<file path="src/mesb_regs.svh">
// Offsets, bit layouts and reset values of the monitor error status bank
`ifndef MESB_REGS_SVH
`define MESB_REGS_SVH
`define MESB_ZONE_REG_OFS   8'h40
`define MESB_LOW_REG_OFS    8'h41
`define MESB_HIGH_REG_OFS   8'h42
`define MESB_FLAG_RESET     24'h000000
`define MESB_BYTE_ZERO      8'h00
`define MESB_IMPL_BITS      24'hFFFF3F
`define MESB_FIXED_MASK     24'h47FF30
`define MESB_OPT_MASK       24'h380003
`define MESB_ZONE_LSB       0
`define MESB_LOW_LSB        8
`define MESB_HIGH_LSB       16
`define MESB_VRD1_BIT       4
`define MESB_VRD2_BIT       5
`define MESB_NUM_ZONES      4
`define MESB_NUM_ANALOG     16
`define MESB_NUM_FLAGS      24
`endif

</file>
<file path="src/mesb_pkg.sv">
// Types shared by the monitor error status bank
package mesb_pkg;
    typedef enum logic [2:0] {
        MESB_S0  = 3'b001,
        MESB_S3  = 3'b010,
        MESB_S45 = 3'b100
    } mesb_sleep_e;
    typedef struct packed {
        logic [7:0] addr;
        logic       wr;
        logic       rd;
        logic [7:0] wdata;
    } mesb_req_s;
endpackage

</file>
<file path="src/mesb_error_bank.sv">
// Sticky error status flags for zones, regulator hot inputs and analog inputs
//
// Contract
// - Zone 1 and 2 flags (bits 0,1 of the zone register) set on a zone limit violation, optionally masked in S3 and S4/5.
// - Zone 3 and 4 flags (bits 2,3) set on a zone limit violation and are never masked.
// - Bit 4 sets while the first regulator hot input is high and is masked in S3 and S4/5.
// - Bit 5 sets while the active-low second regulator hot input is low and is masked in S3 and S4/5.
// - Bit n-1 of the low analog register sets when analog input n is out of range, masked in S3 and S4/5.
// - Bits 0 to 2 of the high analog register follow inputs 9 to 11, masked in S3 and S4/5.
// - Bits 3 to 5 of the high analog register follow inputs 12 to 14, optionally masked in S3 and S4/5.
// - Bit 6 of the high analog register follows input 15 and is always masked in S3 and S4/5.
// - Bit 7 of the high analog register follows input 16 and is never masked.
// - A flag holds until cleared, and a clear loses to a condition that persists unmasked.
// - In ASF mode a read or a write of one clears flags; otherwise only a write of one does.
// - The summary error bit is set while any flag is set and drives the alert when enabled.
// - Optional masking in the current sleep state comes from the per-state sleep mask inputs.
`timescale 1ns/10ps
`include "mesb_regs.svh"
module mesb_error_bank
    import mesb_pkg::*;
(
    input  wire logic                           SYS_CLK,
    input  wire logic                           RESET_N,
    input  wire mesb_req_s                      REG_REQ,
    output logic [7:0]                          REG_RDATA,
    input  wire logic [`MESB_NUM_ZONES-1:0]     ZONE_LIMIT_FAULT,
    input  wire logic [`MESB_NUM_ANALOG-1:0]    ANALOG_RANGE_FAULT,
    input  wire logic                           REGULATOR_ONE_HOT_IN,
    input  wire logic                           REGULATOR_TWO_HOT_IN_N,
    input  wire mesb_sleep_e                    SLEEP_STATE,
    input  wire logic [`MESB_NUM_FLAGS-1:0]     SLEEP_MASK_S3,
    input  wire logic [`MESB_NUM_FLAGS-1:0]     SLEEP_MASK_S45,
    input  wire logic                           ASF_MODE,
    input  wire logic                           ALERT_EN,
    output logic                                SUMMARY_ERROR_BIT,
    output logic                                ALERT
);
    logic [1:0]                        reg1_sync_ff;
    logic [1:0]                        reg2_sync_n_ff;
    logic [`MESB_NUM_FLAGS-1:0]        flags_ff;
    logic [`MESB_NUM_FLAGS-1:0]        nxt_flags;
    logic [`MESB_NUM_FLAGS-1:0]        cond;
    logic [`MESB_NUM_FLAGS-1:0]        mask;
    logic [`MESB_NUM_FLAGS-1:0]        active;
    logic [`MESB_NUM_FLAGS-1:0]        clr_vec;
    logic [`MESB_NUM_FLAGS-1:0]        sel_vec;
    logic [7:0]                        nxt_rdata;
    logic                              summary_ff;
    logic                              alert_ff;

    // Regulator hot pins come from outside and pass two flip-flops
    always_ff @(posedge SYS_CLK)
    begin
        if (!RESET_N)
        begin
            reg1_sync_ff   <= 2'b00;
            reg2_sync_n_ff <= 2'b11;
        end
        else
        begin
            reg1_sync_ff   <= {reg1_sync_ff[0], REGULATOR_ONE_HOT_IN};
            reg2_sync_n_ff <= {reg2_sync_n_ff[0], REGULATOR_TWO_HOT_IN_N};
        end
    end

    // Error conditions in flag order; bits 7:6 have no source
    always_comb
    begin
        cond = `MESB_FLAG_RESET;
        cond[`MESB_ZONE_LSB +: `MESB_NUM_ZONES] = ZONE_LIMIT_FAULT;
        cond[`MESB_VRD1_BIT] = reg1_sync_ff[1];
        cond[`MESB_VRD2_BIT] = ~reg2_sync_n_ff[1];
        cond[`MESB_LOW_LSB +: `MESB_NUM_ANALOG] = ANALOG_RANGE_FAULT;
    end

    // Sleep masking in S3 and S4/5: fixed bits always, optional bits per sleep mask; nothing masked in S0
    always_comb
    begin
        unique case (SLEEP_STATE)
            MESB_S3:  mask = `MESB_FIXED_MASK | (`MESB_OPT_MASK & SLEEP_MASK_S3);
            MESB_S45: mask = `MESB_FIXED_MASK | (`MESB_OPT_MASK & SLEEP_MASK_S45);
            MESB_S0:  mask = `MESB_FLAG_RESET;
            default:  mask = `MESB_FLAG_RESET;
        endcase
        active = cond & ~mask & `MESB_IMPL_BITS;
    end

    // Byte select of the addressed register
    always_comb
    begin
        sel_vec = `MESB_FLAG_RESET;
        unique case (REG_REQ.addr)
            `MESB_ZONE_REG_OFS: sel_vec[`MESB_ZONE_LSB +: 8] = 8'hFF;
            `MESB_LOW_REG_OFS:  sel_vec[`MESB_LOW_LSB +: 8]  = 8'hFF;
            `MESB_HIGH_REG_OFS: sel_vec[`MESB_HIGH_LSB +: 8] = 8'hFF;
            default:            sel_vec = `MESB_FLAG_RESET;
        endcase
    end

    // Write one clears always, read clears only in ASF mode
    always_comb
    begin
        clr_vec = `MESB_FLAG_RESET;
        if (REG_REQ.wr)
        begin
            clr_vec = sel_vec & {3{REG_REQ.wdata}};
        end
        else if (REG_REQ.rd && ASF_MODE)
        begin
            clr_vec = sel_vec;
        end
        nxt_flags = ((flags_ff & ~clr_vec) | active) & `MESB_IMPL_BITS;
    end

    always_ff @(posedge SYS_CLK)
    begin
        if (!RESET_N)
        begin
            flags_ff <= `MESB_FLAG_RESET;
        end
        else
        begin
            flags_ff <= nxt_flags;
        end
    end

    // Read data returns the value before any read clear
    always_comb
    begin
        nxt_rdata = `MESB_BYTE_ZERO;
        if (REG_REQ.rd)
        begin
            unique case (REG_REQ.addr)
                `MESB_ZONE_REG_OFS: nxt_rdata = flags_ff[`MESB_ZONE_LSB +: 8];
                `MESB_LOW_REG_OFS:  nxt_rdata = flags_ff[`MESB_LOW_LSB +: 8];
                `MESB_HIGH_REG_OFS: nxt_rdata = flags_ff[`MESB_HIGH_LSB +: 8];
                default:            nxt_rdata = `MESB_BYTE_ZERO;
            endcase
        end
    end

    always_ff @(posedge SYS_CLK)
    begin
        if (!RESET_N)
        begin
            REG_RDATA <= `MESB_BYTE_ZERO;
        end
        else
        begin
            REG_RDATA <= nxt_rdata;
        end
    end

    always_ff @(posedge SYS_CLK)
    begin
        if (!RESET_N)
        begin
            summary_ff <= 1'b0;
            alert_ff   <= 1'b0;
        end
        else
        begin
            summary_ff <= |nxt_flags;
            alert_ff   <= (|nxt_flags) & ALERT_EN;
        end
    end

    assign SUMMARY_ERROR_BIT = summary_ff;
    assign ALERT             = alert_ff;
endmodule

</file>
<file path="config.mk">
export PLATFORM = sky130hd
export DESIGN_NAME = mesb_error_bank
export DESIGN_NICKNAME = d
export VERILOG_FILES = /design/src/mesb_pkg.sv /design/src/mesb_error_bank.sv
export VERILOG_INCLUDE_DIRS = /design/src
export SDC_FILE = /design/constraint.sdc
export NUM_CORES = 1
export LEC_CHECK = 0
export ABC_AREA = 1
export BUFFER_PORTS_ARGS = -buffer_cell sky130_fd_sc_hd__clkbuf_2
export CAP_MARGIN = 10
export CORE_ASPECT_RATIO = 0.5
export CORE_UTILIZATION = 35
export DETAILED_ROUTE_END_ITERATION = 16
export PLACE_DENSITY = 0.62
export SLEW_MARGIN = 20
export SYNTH_ARGS = -nofsm -noshare
export SYNTH_HDL_FRONTEND = slang
export SYNTH_SLANG_ARGS = --single-unit
</file>
<file path="constraint.sdc">
create_clock -name SYS_CLK -period 1.8 [get_ports SYS_CLK]
set_clock_uncertainty 0.2 [all_clocks]
set_input_delay 0.18 -clock SYS_CLK [delete_from_list [all_inputs] [get_ports SYS_CLK]]
set_output_delay 0.18 -clock SYS_CLK [all_outputs]
set_load 0.02 [all_outputs]
</file>
==> flow_summary.yaml, run 1 <==
drt:
  wl_per_cell_um: 11.3
  wirelength_mm: 5.19
  dr.pass1.iters: 4
  drt_iter0_drc: 163
  drc: 0
  ant_nets: 0
  num_vias: 2100
  via_per_inst: 4.58
global_route:
  grt_pass1_wl_mm: 8.34
  antenna_found_initial: 0
  grt_max_degree: 25
  grtUsageTotal_pct: 19.3
  grt_pass1_vias: 1937
  overflow: 0
die:
  die_h_um: 53.9
  core_region_area_sq_mm: 0.00504
  pin_count: 105
  rows: 18
  start_util_pct: 37.4
  die_area_sq_mm: 0.00571
  die_x_um: 106
critical_path:
  cp_common_cell: "nand2_1"
  critPathMaxFanout: 7
  crit_path_end_kind: "flop"
  worstPathCellList: "clkbuf_2 > inv_1 > nand3_1 > nand2_2 > clkinvlp_4 > nand2_1 > a21boi_1 > nand2_1 > nor2_2 > nand3_1 > nand2_1 > nor2_1"
  critPathKind: "in2reg"
  critical-path-max-stage-delay_ns: 0.21
  critical_path_required_ns: 1.79
  crit_slowest_cell: "clkinvlp_4"
  arrival_ns: 1.65
  critPathBufInv: 3
  startpoint_type: "input pin"
  crit_family: "simple AND/OR/NAND/NOR gates"
clocking:
  cts_buffers: 5
  cts_max_path_buffers: 2
  htreeDepth: 2
  clk_pin_slew_ns: 0.07
  numClockSinks: 36
  clk_latency_ns: 0.29
  cts_tree: "built"
  cts-root-buf: "clkbuf_8"
sta:
  finalHoldViolCount: 0
  max_freq_mhz: 601
  slew-limit-headroom_pct: 50.8
  final.min_clock_period_ns: 1.66
  maxSlewViolCount: 0
  layout_setup_ws_ns: 0.135
  setup_tns_ns: 0
  setup_viol: 0
  tightest_slew_ns: 0.737
  fin_crit_sh_pct: 92.5
place:
  post-dp-hpwl_mm: 3.96
  portBuffers: 66
  pre_cts_slack_ns: -0.0703
  gp_congestion: 0.906
  dp.cells: 425
  dpl_cell_area_sq_mm: 0.00238
cells_and_area:
  ff_latch_area_sq_um: 721
  final_util_pct: 54.5
  multi_input_area_sq_mm: 0.00102
  finalNonFillerCells: 459
  synthToLayoutAreaGrowth_pct: 45.8
  diodes: 0
  drive_gt1_share_pct: 29.8
  layout.nets: 483
  fillers: 502
  design_area_sq_mm: 0.00275
hold_path:
  hold_class: "in2reg"
synthesis:
  yosys.cell_types.count: 23
  synth_area_sq_mm: 0.00189
  yosysWarnings: 0
  synth_nets: 380
  netlist_instances: 285
  ys_top_cells_by_area: "dfxtp_1, nand2_1, nand3_1"
  ys_ff_latch: 36
  synth_area_leader_cell: "dfxtp_1"
  synth-seq-area-share_pct: 38.2
  synth_top_area_share_pct: 38.2
  syn_avg_cell_area_sq_um: 6.62
pwr:
  powerDensity_mw_per_mm2: 654
  ir_worst_vdd_uv: 473
  p_leak_nw: 1.46
status:
  status: "completed"
run:
  drv_cap: 0
cell families after synthesis:
family                 after synthesis  synth area share, %
AO/OA/AOI/OAI                       25                 7.49
AND/OR/NAND/NOR                    188                 46.0
flip-flops                          36                 38.2
buffers and inverters               36                 8.36
sequential cells by signal (all words and copies together), names as in the netlist:
| name | count |
|---|---|
| reg2_sync_n_ff | 2 |
| flags_ff | 22 |
| SUMMARY_ERROR_BIT | 1 |
| REG_RDATA | 8 |
| reg1_sync_ff | 2 |
| ALERT | 1 |
worst reg2reg max path, cell delays in order, from the launching register on:
cell,delay (ns)
dfxtp_1,0.32
nand2_1,0.09
nand2_1,0.06
nor2_1,0.12
nand2_1,0.07
nor2_2,0.11
nand3_1,0.13
nand2_1,0.11
nor2_1,0.04
metal layers:
| layer | share of wire (%) | up-vias | GRT usage [%] |
|---|---|---|---|
| li1 | - | 1094 | - |
| met1 | 48 | 932 | 25.4 |
| met2 | 44 | 67 | 32.5 |
| met3 | 6.9 | 7 | 4.48 |
| met4 | 0.87 | 0 | 5.56 |
| met5 | 0 | - | 0 |
where the power goes:
group	switching, mW	leakage (nW)	internal, mW
clock	0.287	0.0510	0.305
sequential	0.0217	0.298	0.841
combinational	0.178	1.11	0.166
path summary, 6_finish.rpt:
| path | startpoint | endpoint | slack (ns) | cells after the start |
|---|---|---|---|---|
| max | SLEEP_STATE[0] | ALERT | 0.14 | 12 |
| min | SLEEP_MASK_S3[19] | flags_ff[19] | 0.006 | 4 |
| max reg2reg | flags_ff[18] | ALERT | 0.46 | 8 |
| min reg2reg | reg1_sync_ff[0] | reg1_sync_ff[1] | 0.22 | 2 |
cells in the mapped netlist, drive strengths merged:
cell type,count
clkbuf,2
nand3,34
or2,3
a21oi,23
nand4,1
inv,28
nor4,1
buf,5
clkinv,1
a21boi,2
nand2,127
nor2,21
dfxtp,36
and2,1
area by class of cell:
cell class	count	share of cell area, %
Clock buffer	6	3.00
Clock inverter	2	0.364
Inverter	29	4.14
Multi-Input combinational cell	213	37.0
Sequential cell	36	26.2
Tap cell	70	3.18
Timing Repair Buffer	102	25.8
Timing Repair inverter	1	0.273
layout by cell type (no fill, tap or decap):
cell | Yosys | final
a21oi_4 | 1 | 1
and2_4 | 1 | 1
dlygate4sd3_1 | 0 | 24
nand3_4 | 1 | 1
nor2_1 | 17 | 16
clkbuf_8 | 0 | 6
a21boi_1 | 2 | 2
buf_4 | 1 | 8
a21oi_1 | 22 | 22
dfxtp_1 | 36 | 36
clkbuf_2 | 0 | 66
nor2_8 | 1 | 1
nand3_1 | 33 | 33
or2_2 | 3 | 3
inv_2 | 4 | 4
nand4_1 | 1 | 1
nor4_4 | 1 | 1
nand2_1 | 119 | 116
nor2_2 | 0 | 1
nor2_4 | 3 | 3
clkinv_2 | 1 | 3
nand2_2 | 5 | 8
inv_1 | 24 | 23
buf_12 | 0 | 4
nand2_4 | 3 | 3
clkinvlp_4 | 0 | 2
repair_timing:
action | in CTS | in global routing
resized for setup | 0 | 6
hold endpoints to repair | 23 | 0
hold buffers | 24 | 0
setup endpoints to repair | 0 | 2
setup buffers | 0 | 1
metrics by stage:
stage          total power [mW]  hold WS, ns
2_1_floorplan              1.05       0.0735
3_3_place_gp               1.16        0.164
3_5_place_dp               1.17        0.168
4_1_cts                    1.80      0.00499
5_1_grt                    1.89       0.0362
6_report                   1.80      0.00632
Power figures use the tool's default switching activity.
==> inputs of run 2 (changes only) <==
- CORE_UTILIZATION: 35 -> 44
- PLACE_DENSITY: 0.62 -> 0.76
- clock period: 1.8 -> 1.9 ns (I/O delays scaled with it)
==> run 2 against run 1 <==
  * Worst hold slack worse by 0.0017 ns
  * Sequential power decreased by 5.1%
  * Critical path depth down 8
  * Register-to-register slack improved by 0.07 ns
  * First-iteration DRC count increased by 30%
  * Worst setup slack better by 0.076 ns
  * Power fell by 12%
  * Non-clock buffer count shrank 10
  * Global-route usage is 3.8 points higher
  * Clock power shrank 20%
  * Sequential share of layout area is 1.9 points higher
  * Largest cell class unchanged
  * Largest power group unchanged
==> flow_summary.yaml, run 2 (same netlist as run 1, synthesis figures left out) <==
drt:
  dr.pass1.iters: 4
  drt_iter0_drc: 212
  ant_nets: 0
  via_per_inst: 4.94
  wl_per_cell_um: 11.7
  num_vias: 2120
  wirelength_mm: 5.01
  drc: 0
sta:
  maxSlewViolCount: 0
  slew-limit-headroom_pct: 48.9
  fin_crit_sh_pct: 88.9
  layout_setup_ws_ns: 0.211
  finalHoldViolCount: 0
  holdWs_ns: 0.00462
  final.min_clock_period_ns: 1.69
  tightest_slew_ns: 0.766
  setup_tns_ns: 0
  setup_viol: 0
  max_freq_mhz: 592
  grt_setup_unrepaired: "false"
cells_and_area:
  largest_register: "flags_ff"
  layout.nets: 472
  final_common_cell: "nand2_1"
  biggestRegsByFlops: "flags_ff (22), REG_RDATA (8)"
  finalNonFillerCells: 429
  design_area_sq_mm: 0.00256
  synthToLayoutAreaGrowth_pct: 35.9
  drive_gt1_share_pct: 26.9
  final_cell_mix: "nand2_1, clkbuf_2, dfxtp_1"
  diodes: 0
  largest_register_ffs: 22
global_route:
  grt_pass1_vias: 1927
  grt_max_degree: 25
  grtUsageTotal_pct: 23.1
  antenna_found_initial: 0
  overflow: 0
  grt_pass1_wl_mm: 8.13
place:
  pre_cts_slack_ns: 0.0189
  portBuffers: 66
  dpl_cell_area_sq_mm: 0.00229
  gp_congestion: 0.913
  dp.cells: 404
  post-dp-hpwl_mm: 3.92
clocking:
  htreeDepth: 2
  cts-root-buf: "clkbuf_8"
  postCtsSetupBuffers: 0
  cts_hold_buf: 20
  cts_buffers: 5
  cts_max_path_buffers: 2
  cts-resized-gates: 0
  clk_latency_ns: 0.28
  cts_tree: "built"
  numClockSinks: 36
  clk_pin_slew_ns: 0.06
die:
  core_region_area_sq_mm: 0.00400
  die_area_sq_mm: 0.00457
  pin_count: 105
  die_h_um: 48.3
  die_x_um: 94.6
  start_util_pct: 47.1
  rows: 16
critical_path:
  arrival_ns: 1.66
  critPathKind: "in2reg"
  ff2ff_setup_slack_ns: 0.53
  critical_path_required_ns: 1.87
  r2r-start: "flags_ff[15]"
  rr_worst_depth: 8
  crit_path_end_kind: "flop"
  startpoint_type: "input pin"
  critPathMaxFanout: 24
  r2r-end: "ALERT"
pwr:
  powerDensity_mw_per_mm2: 619
  ir_worst_vdd_uv: 281
  p_leak_nw: 1.39
hold_path:
  hold_depth: 3
  hold_end: "flags_ff[21]"
  hold_class: "in2reg"
  hp-start: "ANALOG_RANGE_FAULT[13]"
status:
  status: "completed"
run:
  drv_cap: 0
## run 2: cell count changes in the layout (fill, tap and decap cells not counted), sizes merged
cell | previous run | this run
inv | 27 | 28
dlygate4sd3 | 24 | 20
clkinvlp | 2 | 0
buf | 12 | 6
clkbuf | 72 | 71
clkinv | 3 | 1
## run 2: report_power, final
| group | leakage [nW] | total [mW] | switching [mW] | internal [mW] |
|---|---|---|---|---|
| Sequential | 0.298 | 0.819 | 0.0210 | 0.798 |
| Clock | 0.0359 | 0.474 | 0.238 | 0.236 |
| Combinational | 1.06 | 0.294 | 0.160 | 0.134 |
| Total | 1.39 | 1.59 | 0.420 | 1.17 |
## run 2: final cells by class
| class | instances | area (sq um) |
|---|---|---|
| Clock buffer | 5 | 68.8 |
| Fill cell | 390 | 1440 |
| Inverter | 29 | 110 |
| Multi-Input combinational cell | 213 | 1010 |
| Sequential cell | 36 | 721 |
| Tap cell | 54 | 67.6 |
| Timing Repair Buffer | 92 | 588 |
## run 2: how the worst max path moves through the flow
| stage | depth (start not counted) | endpoint | startpoint | slack (ns) |
|---|---|---|---|---|
| 6_report | 4 | reg2_sync_n_ff[1] | RESET_N | 0.21 |
| 5_1_grt | 12 | ALERT | SLEEP_STATE[0] | 0.07 |
| 4_1_cts | 4 | reg2_sync_n_ff[1] | RESET_N | 0.22 |
| 3_5_place_dp | 13 | ALERT | SLEEP_STATE[0] | 0.02 |
| 3_3_place_gp | 13 | ALERT | SLEEP_STATE[0] | 0.05 |
| 2_1_floorplan | 12 | ALERT | REG_REQ[12] | 0.38 |
## run 2: through the flow
stage / power [mW] / utilization [%]
6_report: 1.59 / 64.0
5_1_grt: 1.68 / 64.0
4_1_cts: 1.60 / 64.0
3_5_place_dp: 1.10 / 57.3
3_3_place_gp: 1.08 / 57.3
2_1_floorplan: 0.991 / -
## run 2: critical path, stage by stage
cell	delay [ns]
dlygate4sd3_1	0.53
clkbuf_2	0.18
inv_1	0.35
or2_2	0.41
## run 2: per-layer routing
metal | global-route usage (%) | part of all wire, %
met1 | 30.6 | 46
met2 | 39.0 | 45
met3 | 4.25 | 7.9
met4 | 5.56 | 0.48
met5 | 0 | 0
==> inputs of run 3 (changes only) <==
- ABC_AREA: 1 -> default
- CAP_MARGIN: 10 -> default
- CORE_UTILIZATION: 44 -> 43
- PLACE_DENSITY: 0.76 -> 0.75
==> run 3 against run 2 <==
  * The flow now finishes with violations (negative setup slack)
  * Cell area about the same
  * Clock-buffer cell count is 1 higher
  * Global-route usage up 0.98 points
  * Worst hold slack gained 0.049 ns
  * Sequential cell count did not move
  * Register-to-register slack lost 0.32 ns
  * Synthesized cell count shrank 30%
  * Synthesized area shrank 4.9%
  * Clock power grew 26%
  * Critical path type unchanged
==> flow_summary.yaml, run 3 <==
global_route:
  overflow: 0
  grt_max_degree: 29
  grt_pass1_wl_mm: 7.80
  grt_use_met2_pct: 40.7
  grt_use_met3_pct: 6.51
  antenna_found_initial: 0
  grtUsageTotal_pct: 24.1
  top_usage_layer: "met2"
  grt_util_met1_pct: 31.2
  grt_pass1_vias: 1655
critical_path:
  worstPathCellList: "clkbuf_2 > buf_4 > nor4bb_1 > buf_4 > buf_4 > o211ai_1 > a22o_1 > nor3_1 > and4_1 > a21boi_1"
  arrival_ns: 1.90
  crit_path_end_kind: "flop"
  critical_path_required_ns: 1.87
  crit_family: "simple AND/OR/NAND/NOR gates"
  critPathKind: "in2reg"
  critical-path-max-stage-delay_ns: 0.32
  critPathMaxFanout: 6
  crit_slowest_cell: "nor4bb_1"
  critPathBufInv: 4
  startpoint_type: "input pin"
  cp_common_cell: "buf_4"
synthesis:
  synth_nets: 295
  yosysWarnings: 0
  synth_area_sq_mm: 0.00179
  ys_top_cells_by_area: "dfxtp_1, and2_1, o211ai_1"
  syn_avg_cell_area_sq_um: 8.97
  yosysMostFrequentCell: "dfxtp_1"
  ys.flop_type: "dfxtp_1"
  synthArstFlopShare_pct: 0
  synth_top_area_share_pct: 40.2
  synth_edf_count: 0
  synth_area_leader_cell: "dfxtp_1"
  synth-seq-area-share_pct: 40.2
  netlist_instances: 200
  synth_common_cells: "dfxtp_1, and2_1, o211ai_1"
  yosys.cell_types.count: 37
  ys_ff_latch: 36
drt:
  drt_iter0_drc: 165
  dr.pass1.iters: 4
  via_per_inst: 5.34
  num_vias: 1879
  wl_per_cell_um: 14.5
  drc: 0
  wirelength_mm: 5.11
  ant_nets: 0
clocking:
  cts_buffers: 5
  cts_max_path_buffers: 2
  htreeDepth: 2
  numClockSinks: 36
  clk_pin_slew_ns: 0.09
  clk_latency_ns: 0.30
  cts_tree: "built"
  cts-root-buf: "clkbuf_8"
sta:
  finalHoldViolCount: 0
  final.min_clock_period_ns: 1.93
  max_freq_mhz: 519
  maxSlewViolCount: 0
  layout_setup_ws_ns: -0.0257
  setup_viol: 2
  grt_setup_unrepaired: "true"
  tightest_slew_ns: 0.441
  fin_crit_sh_pct: 101
  slew-limit-headroom_pct: 70.5
run:
  drv_cap: 0
cells_and_area:
  final_cell_mix: "clkbuf_2, dfxtp_1, buf_4"
  synthToLayoutAreaGrowth_pct: 42.7
  final_common_cell: "clkbuf_2"
  largest_register_ffs: 22
  biggestRegsByFlops: "flags_ff (22), REG_RDATA (8)"
  finalNonFillerCells: 352
  drive_gt1_share_pct: 37.6
  diodes: 0
  largest_register: "flags_ff"
  layout.nets: 392
pwr:
  powerDensity_mw_per_mm2: 674
  p_leak_nw: 1.13
  ir_worst_vdd_uv: 317
  fin_total_pwr_mw: 1.73
place:
  dp.cells: 336
  gp_congestion: 0.840
  post-dp-hpwl_mm: 3.93
  portBuffers: 66
hold_path:
  hold_class: "in2reg"
die:
  core_region_area_sq_mm: 0.00394
  die_x_um: 93.4
  rows: 16
  pin_count: 105
  start_util_pct: 45.5
  die_area_sq_mm: 0.00445
  die_h_um: 47.7
status:
  status: "finished with violations"
  violations: "negative setup slack"
## run 3: cells by family (layout without fill, tap and decap cells)
logic type / count (synthesis) / in the layout / synth area share [%]
and+or+nand+nor: 81 / 81 / 27.8
AOI/OAI and AO/OA: 62 / 62 / 24.7
DFF: 36 / 36 / 40.2
buffers and inverters: 15 / 113 / 4.04
muxes: 6 / 6 / 3.35
## run 3: tightest hold or removal path, stage by stage
cell and delay, ns:
clkbuf_2 0.08, a22o_1 0.14, and2_1 0.12
## run 3: worst paths after layout
path | start | to | slack (ns) | depth (start not counted)
max reg2reg | flags_ff[22] | SUMMARY_ERROR_BIT | 0.21 | 4
max | REG_REQ[10] | SUMMARY_ERROR_BIT | -0.03 | 10
min | ANALOG_RANGE_FAULT[11] | flags_ff[19] | 0.05 | 3
min reg2reg | reg2_sync_n_ff[0] | reg2_sync_n_ff[1] | 0.21 | 1
## run 3: final cells by class
cell class,count,area [sq um]
multi-input combinational,149,1030
fill,339,1380
clock buffer,6,82.6
inverter,1,3.75
tap,54,67.6
sequential,36,721
clock inverter,2,15.0
timing repair buffer,104,643
## run 3: metrics by stage
step	setup TNS [ns]	area [sq um]	hold WS [ns]	utilization, %	worst slack (ns)
after floorplan	-0.334	1800	0.0915	-	-0.168
after global placement	-0.632	2350	0.170	59.7	-0.317
after detailed placement	-0.798	2350	0.176	59.7	-0.403
after CTS	-0.0124	2550	0.0396	64.7	-0.0124
after global routing	-0.197	2560	0.0599	64.9	-0.108
final	-0.0329	2560	0.0531	64.9	-0.0257
## run 3: report_power, final
group	leakage, nW	switching, mW	total, mW	internal (mW)
combinational	0.789	0.144	0.312	0.169
sequential	0.298	0.0227	0.819	0.797
clock	0.0434	0.301	0.595	0.294
total	1.13	0.468	1.73	1.26
## run 3: repair_timing
item / in CTS / in global routing
hold endpoints to repair: 7 / 0
setup endpoints to repair: 2 / 2
hold buffers: 7 / 0
pin swaps: 3 / 2
setup buffers: 1 / 0
gates resized for setup: 5 / 2
## run 3: per-layer routing
layer | up-vias | part of all wire [%]
li1 | 930 | -
met1 | 849 | 47
met2 | 91 | 43
met3 | 9 | 8.5
met4 | 0 | 1.2
met5 | - | 0
